**config.mk**
```make
export PLATFORM = sky130hd
export DESIGN_NAME = pcec_top
export DESIGN_NICKNAME = d
export VERILOG_FILES = /design/src/verilog/pcec_decode.v /design/src/verilog/pcec_top.v /design/src/verilog/pcec_wdog.v
export VERILOG_INCLUDE_DIRS = /design/src /design/src/verilog
export SDC_FILE = /design/constraint.sdc
export NUM_CORES = 1
export LEC_CHECK = 0
export BUFFER_PORTS_ARGS = -buffer_cell sky130_fd_sc_hd__buf_2
export CORE_AREA = 2 2 82 92
export DETAILED_ROUTE_END_ITERATION = 16
export DIE_AREA = 0 0 84 94
export PLACE_DENSITY_LB_ADDON = 0.1
export RECOVER_POWER = 100
export SYNTH_ARGS = -nofsm -noshare
export SYNTH_HDL_FRONTEND = slang
export SYNTH_SLANG_ARGS = --single-unit
```
**constraint.sdc**
```tcl
create_clock -name ref_clk_i -period 9.9 [get_ports ref_clk_i]
set_input_delay 1.98 -clock ref_clk_i [delete_from_list [all_inputs] [get_ports ref_clk_i]]
set_output_delay 1.98 -clock ref_clk_i [all_outputs]
set_load 0.05 [all_outputs]
```
**src/verilog/pcec_map.vh**
```
// Constants for the coprocessor error checker
`ifndef PCEC_MAP_VH
`define PCEC_MAP_VH
`define PCEC_PC_W          16
`define PCEC_PARAMETER_RAM_AW       14
`define PCEC_CHAN_W        8
`define PCEC_PPS_W         8
`define PCEC_CWT_W         8
`define PCEC_PRIO_W        8
`define PCEC_CAUSE_W       3
`define PCEC_CAUSE_NONE    3'h0
`define PCEC_CAUSE_PART    3'h1
`define PCEC_CAUSE_WDOG    3'h2
`define PCEC_CAUSE_OPCODE  3'h3
`define PCEC_CAUSE_IADDR   3'h4
`define PCEC_CSA_SHIFT     3
`define PCEC_CODE_MEMORY_SIZE     17'h0_1000
`define PCEC_ZERO8         8'h00
`define PCEC_ONE8          8'h01
`define PCEC_ZERO16        16'h0000
`endif

```
**src/verilog/pcec_decode.v**
```verilog
// Opcode legality and instruction address checks
`timescale 1ns/1ps
`include "pcec_map.vh"
module pcec_decode (
   input  wire                   exec_i,
   input  wire [`PCEC_PC_W-1:0]  opcode_i,
   input  wire [`PCEC_PC_W-1:0]  exec_pc_i,
   input  wire                   rel_jump_i,
   input  wire [`PCEC_PC_W-1:0]  next_pc_i,
   input  wire [`PCEC_PC_W-1:0]  jump_offset_i,
   input  wire                   pc_incr_i,
   input  wire                   opcode_legal_i,
   output wire                   bad_opcode_o,
   output wire                   bad_addr_o
);
   wire [`PCEC_PC_W:0] jump_sum;
   wire [`PCEC_PC_W:0] incr_sum;
   wire [`PCEC_PC_W:0] exec_ext;
   assign jump_sum = {1'b0, next_pc_i} + {1'b0, jump_offset_i};
   assign incr_sum = {1'b0, exec_pc_i} + {{`PCEC_PC_W{1'b0}}, 1'b1};
   assign exec_ext = {1'b0, exec_pc_i};
   assign bad_opcode_o = exec_i && !opcode_legal_i;
   // Signed offsets: a carry out flags overflow for forward jumps, a missing carry flags underflow for backward jumps
   assign bad_addr_o = (exec_i && exec_ext >= `PCEC_CODE_MEMORY_SIZE)
                     || (rel_jump_i && !jump_offset_i[`PCEC_PC_W-1] && jump_sum[`PCEC_PC_W])
                     || (rel_jump_i && jump_offset_i[`PCEC_PC_W-1] && !jump_sum[`PCEC_PC_W])
                     || (pc_incr_i && incr_sum[`PCEC_PC_W]);
endmodule

```
**src/verilog/pcec_top.v**
```verilog
// Coprocessor error checker top level
// Operation
// - Any error aborts the channel and records cause, address, channel.
// - Partition checks only when partition_enable set; size from partition_size.
// - Partition disabled: all parameter RAM writes allowed without error.
// - Partition enabled: writes into the context save area raise an error.
// - Partition enabled: context load outside save area on request errors.
// - Partition enabled with size zero errors on every interrupt request.
// - Count instruction words fetched since the channel started.
// - Watchdog enabled and count reaching threshold raises an error.
// - One watchdog threshold shared by all channels.
// - A 32-bit instruction counts twice, once per code memory read.
// - Watchdog enabled with threshold zero errors on every request.
// - Executing an illegal opcode raises an invalid opcode error.
// - Executing beyond implemented code memory raises an address error.
// - Program counter overflow from jump or increment raises address error.
// - An error posts a CPU service request with the error priority, unless a request already waits on a full queue.
`timescale 1ns/1ps
`include "pcec_map.vh"
module pcec_top (
   input  wire                      ref_clk_i,
   input  wire                      nrst_i,
   input  wire                      ce_i,
   input  wire                      partition_enable_i,
   input  wire [`PCEC_PPS_W-1:0]    partition_size_i,
   input  wire                      chan_wdog_enable_i,
   input  wire [`PCEC_CWT_W-1:0]    chan_wdog_threshold_i,
   input  wire [`PCEC_PRIO_W-1:0]   error_request_priority_i,
   input  wire                      chan_start_i,
   input  wire [`PCEC_CHAN_W-1:0]   chan_num_i,
   input  wire                      irq_i,
   input  wire [`PCEC_PARAMETER_RAM_AW-1:0]  ctx_load_addr_i,
   input  wire                      parameter_ram_write_i,
   input  wire [`PCEC_PARAMETER_RAM_AW-1:0]  parameter_ram_addr_i,
   input  wire                      fetch_i,
   input  wire                      exec_i,
   input  wire [`PCEC_PC_W-1:0]     opcode_i,
   input  wire                      opcode_legal_i,
   input  wire [`PCEC_PC_W-1:0]     exec_pc_i,
   input  wire                      rel_jump_i,
   input  wire [`PCEC_PC_W-1:0]     next_pc_i,
   input  wire [`PCEC_PC_W-1:0]     jump_offset_i,
   input  wire                      pc_incr_i,
   input  wire                      queue_full_i,
   input  wire                      status_clear_i,
   output wire                      abort_o,
   output wire                      stall_o,
   output reg                       srv_req_o,
   output reg  [`PCEC_PRIO_W-1:0]   srv_prio_o,
   output reg  [`PCEC_CAUSE_W-1:0]  err_cause_o,
   output reg  [`PCEC_PC_W-1:0]     err_addr_o,
   output reg  [`PCEC_CHAN_W-1:0]   err_chan_o,
   output reg                       err_valid_o,
   output wire [`PCEC_CWT_W-1:0]    fetch_count_o
);
   // Context save area top, in words
   function [`PCEC_PARAMETER_RAM_AW:0] csa_limit;
      input [`PCEC_PPS_W-1:0] size;
      begin
         csa_limit = {{(`PCEC_PARAMETER_RAM_AW+1-`PCEC_PPS_W){1'b0}}, size} << `PCEC_CSA_SHIFT;
      end
   endfunction

   function in_csa;
      input [`PCEC_PARAMETER_RAM_AW-1:0] addr;
      input [`PCEC_PPS_W-1:0]   size;
      begin
         in_csa = ({1'b0, addr} < csa_limit(size));
      end
   endfunction

   wire wdog_expired;
   wire bad_opcode;
   wire bad_addr;
   wire part_err;
   wire wdog_err;
   wire any_err;
   reg  pending;
   reg  [`PCEC_PRIO_W-1:0] pend_prio;
   reg  [`PCEC_CAUSE_W-1:0] cause;

   pcec_wdog u_wdog (
      .ref_clk_i   (ref_clk_i),
      .nrst_i      (nrst_i),
      .ce_i        (ce_i),
      .chan_start_i(chan_start_i),
      .fetch_i     (fetch_i),
      .enable_i    (chan_wdog_enable_i),
      .threshold_i (chan_wdog_threshold_i),
      .expired_o   (wdog_expired),
      .count_o     (fetch_count_o)
   );

   pcec_decode u_decode (
      .exec_i        (exec_i),
      .opcode_i      (opcode_i),
      .exec_pc_i     (exec_pc_i),
      .rel_jump_i    (rel_jump_i),
      .next_pc_i     (next_pc_i),
      .jump_offset_i (jump_offset_i),
      .pc_incr_i     (pc_incr_i),
      .opcode_legal_i(opcode_legal_i),
      .bad_opcode_o  (bad_opcode),
      .bad_addr_o    (bad_addr)
   );

   // Partitioning gated by enable; disabled means no partition error at all
   assign part_err = partition_enable_i && (
                        (parameter_ram_write_i && in_csa(parameter_ram_addr_i, partition_size_i))
                     || (irq_i && !in_csa(ctx_load_addr_i, partition_size_i))
                     || (irq_i && partition_size_i == `PCEC_ZERO8));

   assign wdog_err = wdog_expired
                  || (irq_i && chan_wdog_enable_i && chan_wdog_threshold_i == `PCEC_ZERO8);

   assign any_err = part_err || wdog_err || bad_opcode || bad_addr;

   // Fixed priority of cause reporting
   always @*
   begin
      cause = `PCEC_CAUSE_NONE;
      if (part_err)
         cause = `PCEC_CAUSE_PART;
      else if (wdog_err)
         cause = `PCEC_CAUSE_WDOG;
      else if (bad_opcode)
         cause = `PCEC_CAUSE_OPCODE;
      else if (bad_addr)
         cause = `PCEC_CAUSE_IADDR;
   end

   assign abort_o = ce_i && any_err;
   // Core must stall while an error request waits for a free queue entry
   assign stall_o = pending && queue_full_i;

   always @(posedge ref_clk_i or negedge nrst_i)
   begin
      if (!nrst_i)
      begin
         err_cause_o <= `PCEC_CAUSE_NONE;
         err_addr_o  <= `PCEC_ZERO16;
         err_chan_o  <= `PCEC_ZERO8;
         err_valid_o <= 1'b0;
      end
      else if (ce_i)
      begin
         if (any_err)
         begin
            err_cause_o <= cause;
            err_addr_o  <= exec_pc_i;
            err_chan_o  <= chan_num_i;
            err_valid_o <= 1'b1;
         end
         else if (status_clear_i)
         begin
            err_cause_o <= `PCEC_CAUSE_NONE;
            err_valid_o <= 1'b0;
         end
      end
   end

   // Service request toward CPU queue, held back while the queue is full
   always @(posedge ref_clk_i or negedge nrst_i)
   begin
      if (!nrst_i)
      begin
         pending    <= 1'b0;
         pend_prio  <= `PCEC_ZERO8;
         srv_req_o  <= 1'b0;
         srv_prio_o <= `PCEC_ZERO8;
      end
      else if (ce_i)
      begin
         srv_req_o <= 1'b0;
         if (pending && !queue_full_i)
         begin
            srv_req_o  <= 1'b1;
            srv_prio_o <= pend_prio;
            pending    <= any_err;
            pend_prio  <= error_request_priority_i;
         end
         else if (any_err && !pending)
         begin
            pending   <= 1'b1;
            pend_prio <= error_request_priority_i;
         end
      end
   end
endmodule

```
**src/verilog/pcec_wdog.v**
```verilog
// Channel watchdog fetch counter
`timescale 1ns/1ps
`include "pcec_map.vh"
module pcec_wdog (
   input  wire                    ref_clk_i,
   input  wire                    nrst_i,
   input  wire                    ce_i,
   input  wire                    chan_start_i,
   input  wire                    fetch_i,
   input  wire                    enable_i,
   input  wire [`PCEC_CWT_W-1:0]  threshold_i,
   output wire                    expired_o,
   output reg  [`PCEC_CWT_W-1:0]  count_o
);
   reg [`PCEC_CWT_W-1:0] next_count;
   always @*
   begin
      next_count = count_o;
      if (chan_start_i)
         next_count = `PCEC_ZERO8;
      else if (fetch_i && count_o != {`PCEC_CWT_W{1'b1}})
         next_count = count_o + `PCEC_ONE8;
   end
   always @(posedge ref_clk_i or negedge nrst_i)
   begin
      if (!nrst_i)
         count_o <= `PCEC_ZERO8;
      else if (ce_i)
         count_o <= next_count;
   end
   // One shared threshold for every channel
   assign expired_o = enable_i && !chan_start_i && (count_o >= threshold_i)
                      && (threshold_i != `PCEC_ZERO8);
endmodule
```
Word-level counts from Yosys, hierarchy flattened
Cells that the tools add are included.

Register bits after elaboration: 54. Input port bits: 139. Output and inout bits: 47.

$add $sub $neg: 3. Magnitude comparators: 4. Equal/unequal tests: 1. Mux-type cells: 15. Reductions and logical operators: 48.

Operators by type and width (number): $mux 8 (4); $lt 14x11->1 (2); $logic_and 1x1->1 (21); $mux 3 (6); $add 16x1->17 const B (1); $add 16x16->17 (1); $ge 16x13->1 const B (1); $logic_not 8->1 (2); $reduce_and 2->1 (5); $logic_or 1x1->1 (9); $add 8x1->8 const B (1); $ge 8x8->1 (1); $ne 8x8->1 const B (1); $reduce_bool 8->1 (1); $logic_not 1->1 (7); $reduce_bool 2->1 (3); $mux 1 (5).

Depth between registers and ports, before layout
Depth in word-level cells: 12. Depth in mapped cells: 10.

Modules after synthesis
From an unflattened synthesis, not the netlist that was laid out.

Cells, all modules: 339. Area, all modules: 3539.6 um^2.

By module, submodules not included: pcec_top (instances 1, cells an instance 212, area each 2464.9 um^2); pcec_wdog (instances 1, cells an instance 80, area each 679.4 um^2); pcec_decode (instances 1, cells an instance 47, area each 395.4 um^2).

Worst setup path before layout
OpenSTA, ideal clock, no wires.

Path kind: input -> output. Start: in chan_wdog_threshold_i[2]. End: out abort_o. Data arrival time: 4.143 ns. Data required time: 7.920 ns. Setup slack: 3.777 ns. Cell stages on the path: 10. Buffers on the path: 1. Path through: inv_1 ha_1 a211o_1 a31oi_1 nor3_1 o311ai_2 o211ai_4 o31ai_4 buf_6 inv_1.

Longest elaborated chain between the ends: 8. Elaborated cells between the ends (all ways): 11. Classes of those cells: order compare (1); reduce/logical (10).

Ends and longest elaborated chain: start: declaration (RTL line pcec_top.v:27) `` input wire [`PCEC_CWT_W-1:0] chan_wdog_threshold_i, ``; $ge 8x8->1 (RTL line pcec_wdog.v:32) `assign expired_o = enable_i && !chan_start_i && (count_o >= threshold_i)`; $logic_and 1x1->1 (2 in series) (RTL line pcec_wdog.v:32); $logic_or 1x1->1 (*) (RTL line pcec_top.v:113) `assign wdog_err = wdog_expired`; $logic_or 1x1->1 (*) (3 in series) (RTL line pcec_top.v:116) `assign any_err = part_err || wdog_err || bad_opcode || bad_addr;`; $logic_and 1x1->1 (*) (RTL line pcec_top.v:132) `assign abort_o = ce_i && any_err;`; end: declaration (RTL line pcec_top.v:46) `output wire abort_o,`.

Every way passes the cells marked *; elsewhere a longest branch is shown, timed or not.

Final worst setup path
Start: in partition_size_i[2]. End: out abort_o.

Longest elaborated chain between the ends: 10. Elaborated cells between the ends (all ways): 14. Classes of those cells: order compare (2); reduce/logical (12).

Ends and longest elaborated chain: start: declaration (RTL line pcec_top.v:25) `` input wire [`PCEC_PPS_W-1:0] partition_size_i, ``; $lt 14x11->1 (RTL line pcec_top.v:68) `in_csa = ({1'b0, addr} < csa_limit(size));`; $logic_not 1->1 (RTL line pcec_top.v:110) `|| (irq_i && !in_csa(ctx_load_addr_i, partition_size_i))`; $logic_and 1x1->1 (RTL line pcec_top.v:110); $logic_or 1x1->1 (RTL line pcec_top.v:110); $logic_or 1x1->1 (*) (RTL line pcec_top.v:109) `(parameter_ram_write_i && in_csa(parameter_ram_addr_i, partition_size_i))`; $logic_and 1x1->1 (*) (RTL line pcec_top.v:108) `assign part_err = partition_enable_i && (`; $logic_or 1x1->1 (*) (3 in series) (RTL line pcec_top.v:116); $logic_and 1x1->1 (*) (RTL line pcec_top.v:132).

Marks and branches as above.

==> qor.yml <==
placement:
  place.port_buffers: 163
  hpwlAfterDp_mm: 6.29
  place_congestion: 0.847
clocking:
  tritoncts: "done"
  cts_sinks: 54
  clock_latency_ps: 310
  clkSlewWorstSetupHoldPaths_ps: 100
  cts.repair.resized: 0
  numCtsBuffers: 5
  cts_htree_levels: 2
  clock_tree_root: "sky130_fd_sc_hd__clkbuf_8"
  post-cts-setup-buffer-count: 0
  cts_hold_buffers: 0
  maximum_buffer_depth_of_the_clock_tree: 2
job:
  cap_violations: 2
worst_setup_path:
  category_of_the_worst_setup_path_capture_point: "output port"
  worst_path_required_time_ps: 7920
  largest_fanout_on_the_critical_path: 27
  crit_path_start_kind: "input port"
  r2r.worst_path.cells: 8
  worstSetupPathType: "input port to output port"
  critical_path_arrival_ps: 5490
drt:
  drt-vias-per-instance: 5.18
  drt_iter0_drc: 57
  route.vias.total: 2828
  ant_nets: 0
  wire_per_inst_um: 14.0
  drt_pass1_iterations: 4
  routed_wirelength_mm: 7.64
  post-route-drc-count: 0
floorplanning:
  x_dimension_of_the_die_um: 84
  std_cell_core_area_mm2: 0.00693
  initial_standard_cell_utilization_of_the_core_pct: 47.2
  fp.dieArea_mm2: 0.00790
  design.portCount: 186
  die_y_um: 94
  floorplan.rows: 32
timing:
  final.period_utilization_pct: 75.5
  fin_hold_ws_ps: 498
  clk_skew_ps: 17.0
  setup-tns-final_ps: 0
  hold_viol_final: 0
  rsz0062_at_grt: "false"
  tightestPinTransition_ps: 1730
  slew_violations: 39
  finalCriticalPeriod_ps: 7470
  maxSlewHeadroom_pct: -16.8
  fmaxAchievable_ghz: 0.134
  final_setup_violation_count: 0
synthesis:
  yosys_register_bits: 54
  mappedNetlistArea_mm2: 0.00327
  count_of_flip_flops_with_a_built_in_enable_after_synthesis: 0
  yosysSeqAreaShare_pct: 41.3
  netlist.top_cell.by_area: "sky130_fd_sc_hd__dfrtp_1"
  synthArstFlopShare_pct: 100
  synth_cell_type_count: 48
  synth_area_leaders: "sky130_fd_sc_hd__dfrtp_1 (41%), sky130_fd_sc_hd__ha_1 (15%), sky130_fd_sc_hd__mux2_2 (8.3%)"
  netlist_instances: 292
  synthFlopType: "sky130_fd_sc_hd__dfrtp_1"
  synth-warning-count: 0
  synth.avg_cell_area_um2: 11.2
  syn-num-nets: 469
  yosys.area.top_type_share_pct: 41.3
hold_path:
  hold_path_class: "register to register"
  worst_hold_path.num_cells: 1
outcome:
  run_status: "complete, but fails checks"
  failed_checks: "capacitance limit, slew limit"
power:
  total_leakage_power_nw: 2.01
  cellPowerDensity_mw_per_mm2: 162
  peakVddDrop_mv: 0.132
global_routing:
  number_of_antenna_violations_at_the_first_check_in_global_routing: 0
  grt_max_degree: 30
  grt_pass1_wl_mm: 12.6
  total_global_route_track_usage_pct: 19.5
  grt_overflow: 0
  via_count_of_the_first_global_routing_pass: 2855
layout:
  layout-drive-gt1-share_pct: 32.1
  antenna_cells: 0
  flow.area_growth_from_synthesis_pct: 26.8
  nets: 637
  utilization_pct: 59.8
sequential cells by signal, indices dropped and copies added (netlist names):
name,count
srv_prio_o,8
pend_prio,8
err_addr_o,16
err_cause_o,3
pending,1
err_valid_o,1
srv_req_o,1
u_wdog.count_o,8
err_chan_o,8
synth_stat cells, types with 2 or more instances:
| library cell | n |
|---|---|
| sky130_fd_sc_hd__dfrtp_1 | 54 |
| sky130_fd_sc_hd__ha_1 | 38 |
| sky130_fd_sc_hd__mux2_2 | 24 |
| sky130_fd_sc_hd__inv_1 | 22 |
| sky130_fd_sc_hd__nand2_1 | 19 |
| sky130_fd_sc_hd__o21ai_0 | 17 |
| sky130_fd_sc_hd__a21oi_1 | 14 |
| sky130_fd_sc_hd__mux2_4 | 10 |
| sky130_fd_sc_hd__nor2_1 | 10 |
| sky130_fd_sc_hd__nand2b_1 | 8 |
| sky130_fd_sc_hd__nand4_1 | 8 |
| sky130_fd_sc_hd__mux2_1 | 7 |
| sky130_fd_sc_hd__nor4_1 | 7 |
| sky130_fd_sc_hd__nand3_1 | 4 |
| sky130_fd_sc_hd__nor3_1 | 4 |
| sky130_fd_sc_hd__a211oi_1 | 3 |
| sky130_fd_sc_hd__a31oi_1 | 3 |
| sky130_fd_sc_hd__xnor2_1 | 3 |
| sky130_fd_sc_hd__a211o_1 | 2 |
| sky130_fd_sc_hd__a22oi_1 | 2 |
| sky130_fd_sc_hd__and3_1 | 2 |
| sky130_fd_sc_hd__buf_6 | 2 |
| sky130_fd_sc_hd__nor2b_1 | 2 |
| sky130_fd_sc_hd__o31ai_1 | 2 |
| sky130_fd_sc_hd__o41ai_1 | 2 |
path summary, 6_finish.rpt:
check                               startpoint            end  slack, ps
max                        partition_size_i[2]        abort_o       2430
min                              err_chan_o[0]  err_chan_o[0]        500
max reg2reg                  u_wdog.count_o[2]   pend_prio[4]       6060
min reg2reg                      err_chan_o[0]  err_chan_o[0]        500
max in group asynchronous               nrst_i  err_addr_o[6]       5870
min in group asynchronous               nrst_i  err_chan_o[7]       1970
final cells by class:
type                    count  area [um^2]
clock buffers               6         82.6
fillers                   668         2780
repair buffers            165          759
flip-flops and latches     54         1350
multi-input cells         212         1750
inverters                  22         82.6
well taps                  85          106
clock inverters             2         16.3
critical path, stage by stage:
cell and delay, ps:
sky130_fd_sc_hd__clkbuf_1 110, sky130_fd_sc_hd__inv_1 70, sky130_fd_sc_hd__ha_1 300, sky130_fd_sc_hd__a21o_1 180, sky130_fd_sc_hd__a31oi_1 190, sky130_fd_sc_hd__o21ai_0 120, sky130_fd_sc_hd__a211o_1 290, sky130_fd_sc_hd__a21boi_0 810
sky130_fd_sc_hd__o31ai_4 130, sky130_fd_sc_hd__clkbuf_1 620, sky130_fd_sc_hd__inv_1 180, sky130_fd_sc_hd__clkbuf_1 490
cell families after synthesis:
kind of cell             share of synthesized area [%]
XOR/XNOR                                         0.804
multiplexers                                      15.6
flip-flops                                        41.3
AND/OR/NAND/NOR                                   11.1
buffers and inverters                             3.44
adder cells (fa/ha/maj)                           14.5
AO/OA/AOI/OAI                                     13.2
cell usage in the layout, fill, tap and decap left out, types with 14 or more instances in the layout:
master	synthesis	final
sky130_fd_sc_hd__nand2_1	19	19
sky130_fd_sc_hd__ha_1	38	38
sky130_fd_sc_hd__mux2_1	7	18
sky130_fd_sc_hd__mux2_2	24	23
sky130_fd_sc_hd__inv_1	22	22
sky130_fd_sc_hd__dfrtp_1	54	54
sky130_fd_sc_hd__o21ai_0	17	18
sky130_fd_sc_hd__buf_2	0	112
sky130_fd_sc_hd__clkbuf_1	1	53
sky130_fd_sc_hd__a21oi_1	14	14
per-stage QoR:
stage                     power, W  setup slack, ps  instance area, um^2  cells
after floorplan           0.000482             3780                 3270    292
after global placement    0.000559             3500                 4180    538
after detailed placement  0.000566             3450                 4180    538
after CTS                 0.000699             3450                 4280    546
after global routing      0.000709             2150                 4140    546
final                     0.000673             2430                 4140    546
layer usage:
layer | wire length, um | global-route usage, % | vias up
li1 | - | - | 1412
met5 | 0 | 0 | -
met3 | 485 | 4.22 | 6
met4 | 57 | 4.30 | 0
met2 | 3860 | 35.4 | 86
met1 | 3230 | 23.8 | 1324
power breakdown:
part / total, W / switching [W] / internal (W) / leakage (nW)
combinational: 0.000261 / 0.000185 / 0.0000755 / 1.32
sequential: 0.000280 / 0.0000207 / 0.000259 / 0.650
clock: 0.000132 / 0.0000742 / 0.0000578 / 0.0478
total: 0.000673 / 0.000280 / 0.000393 / 2.01
Power figures use the tool's default switching activity.
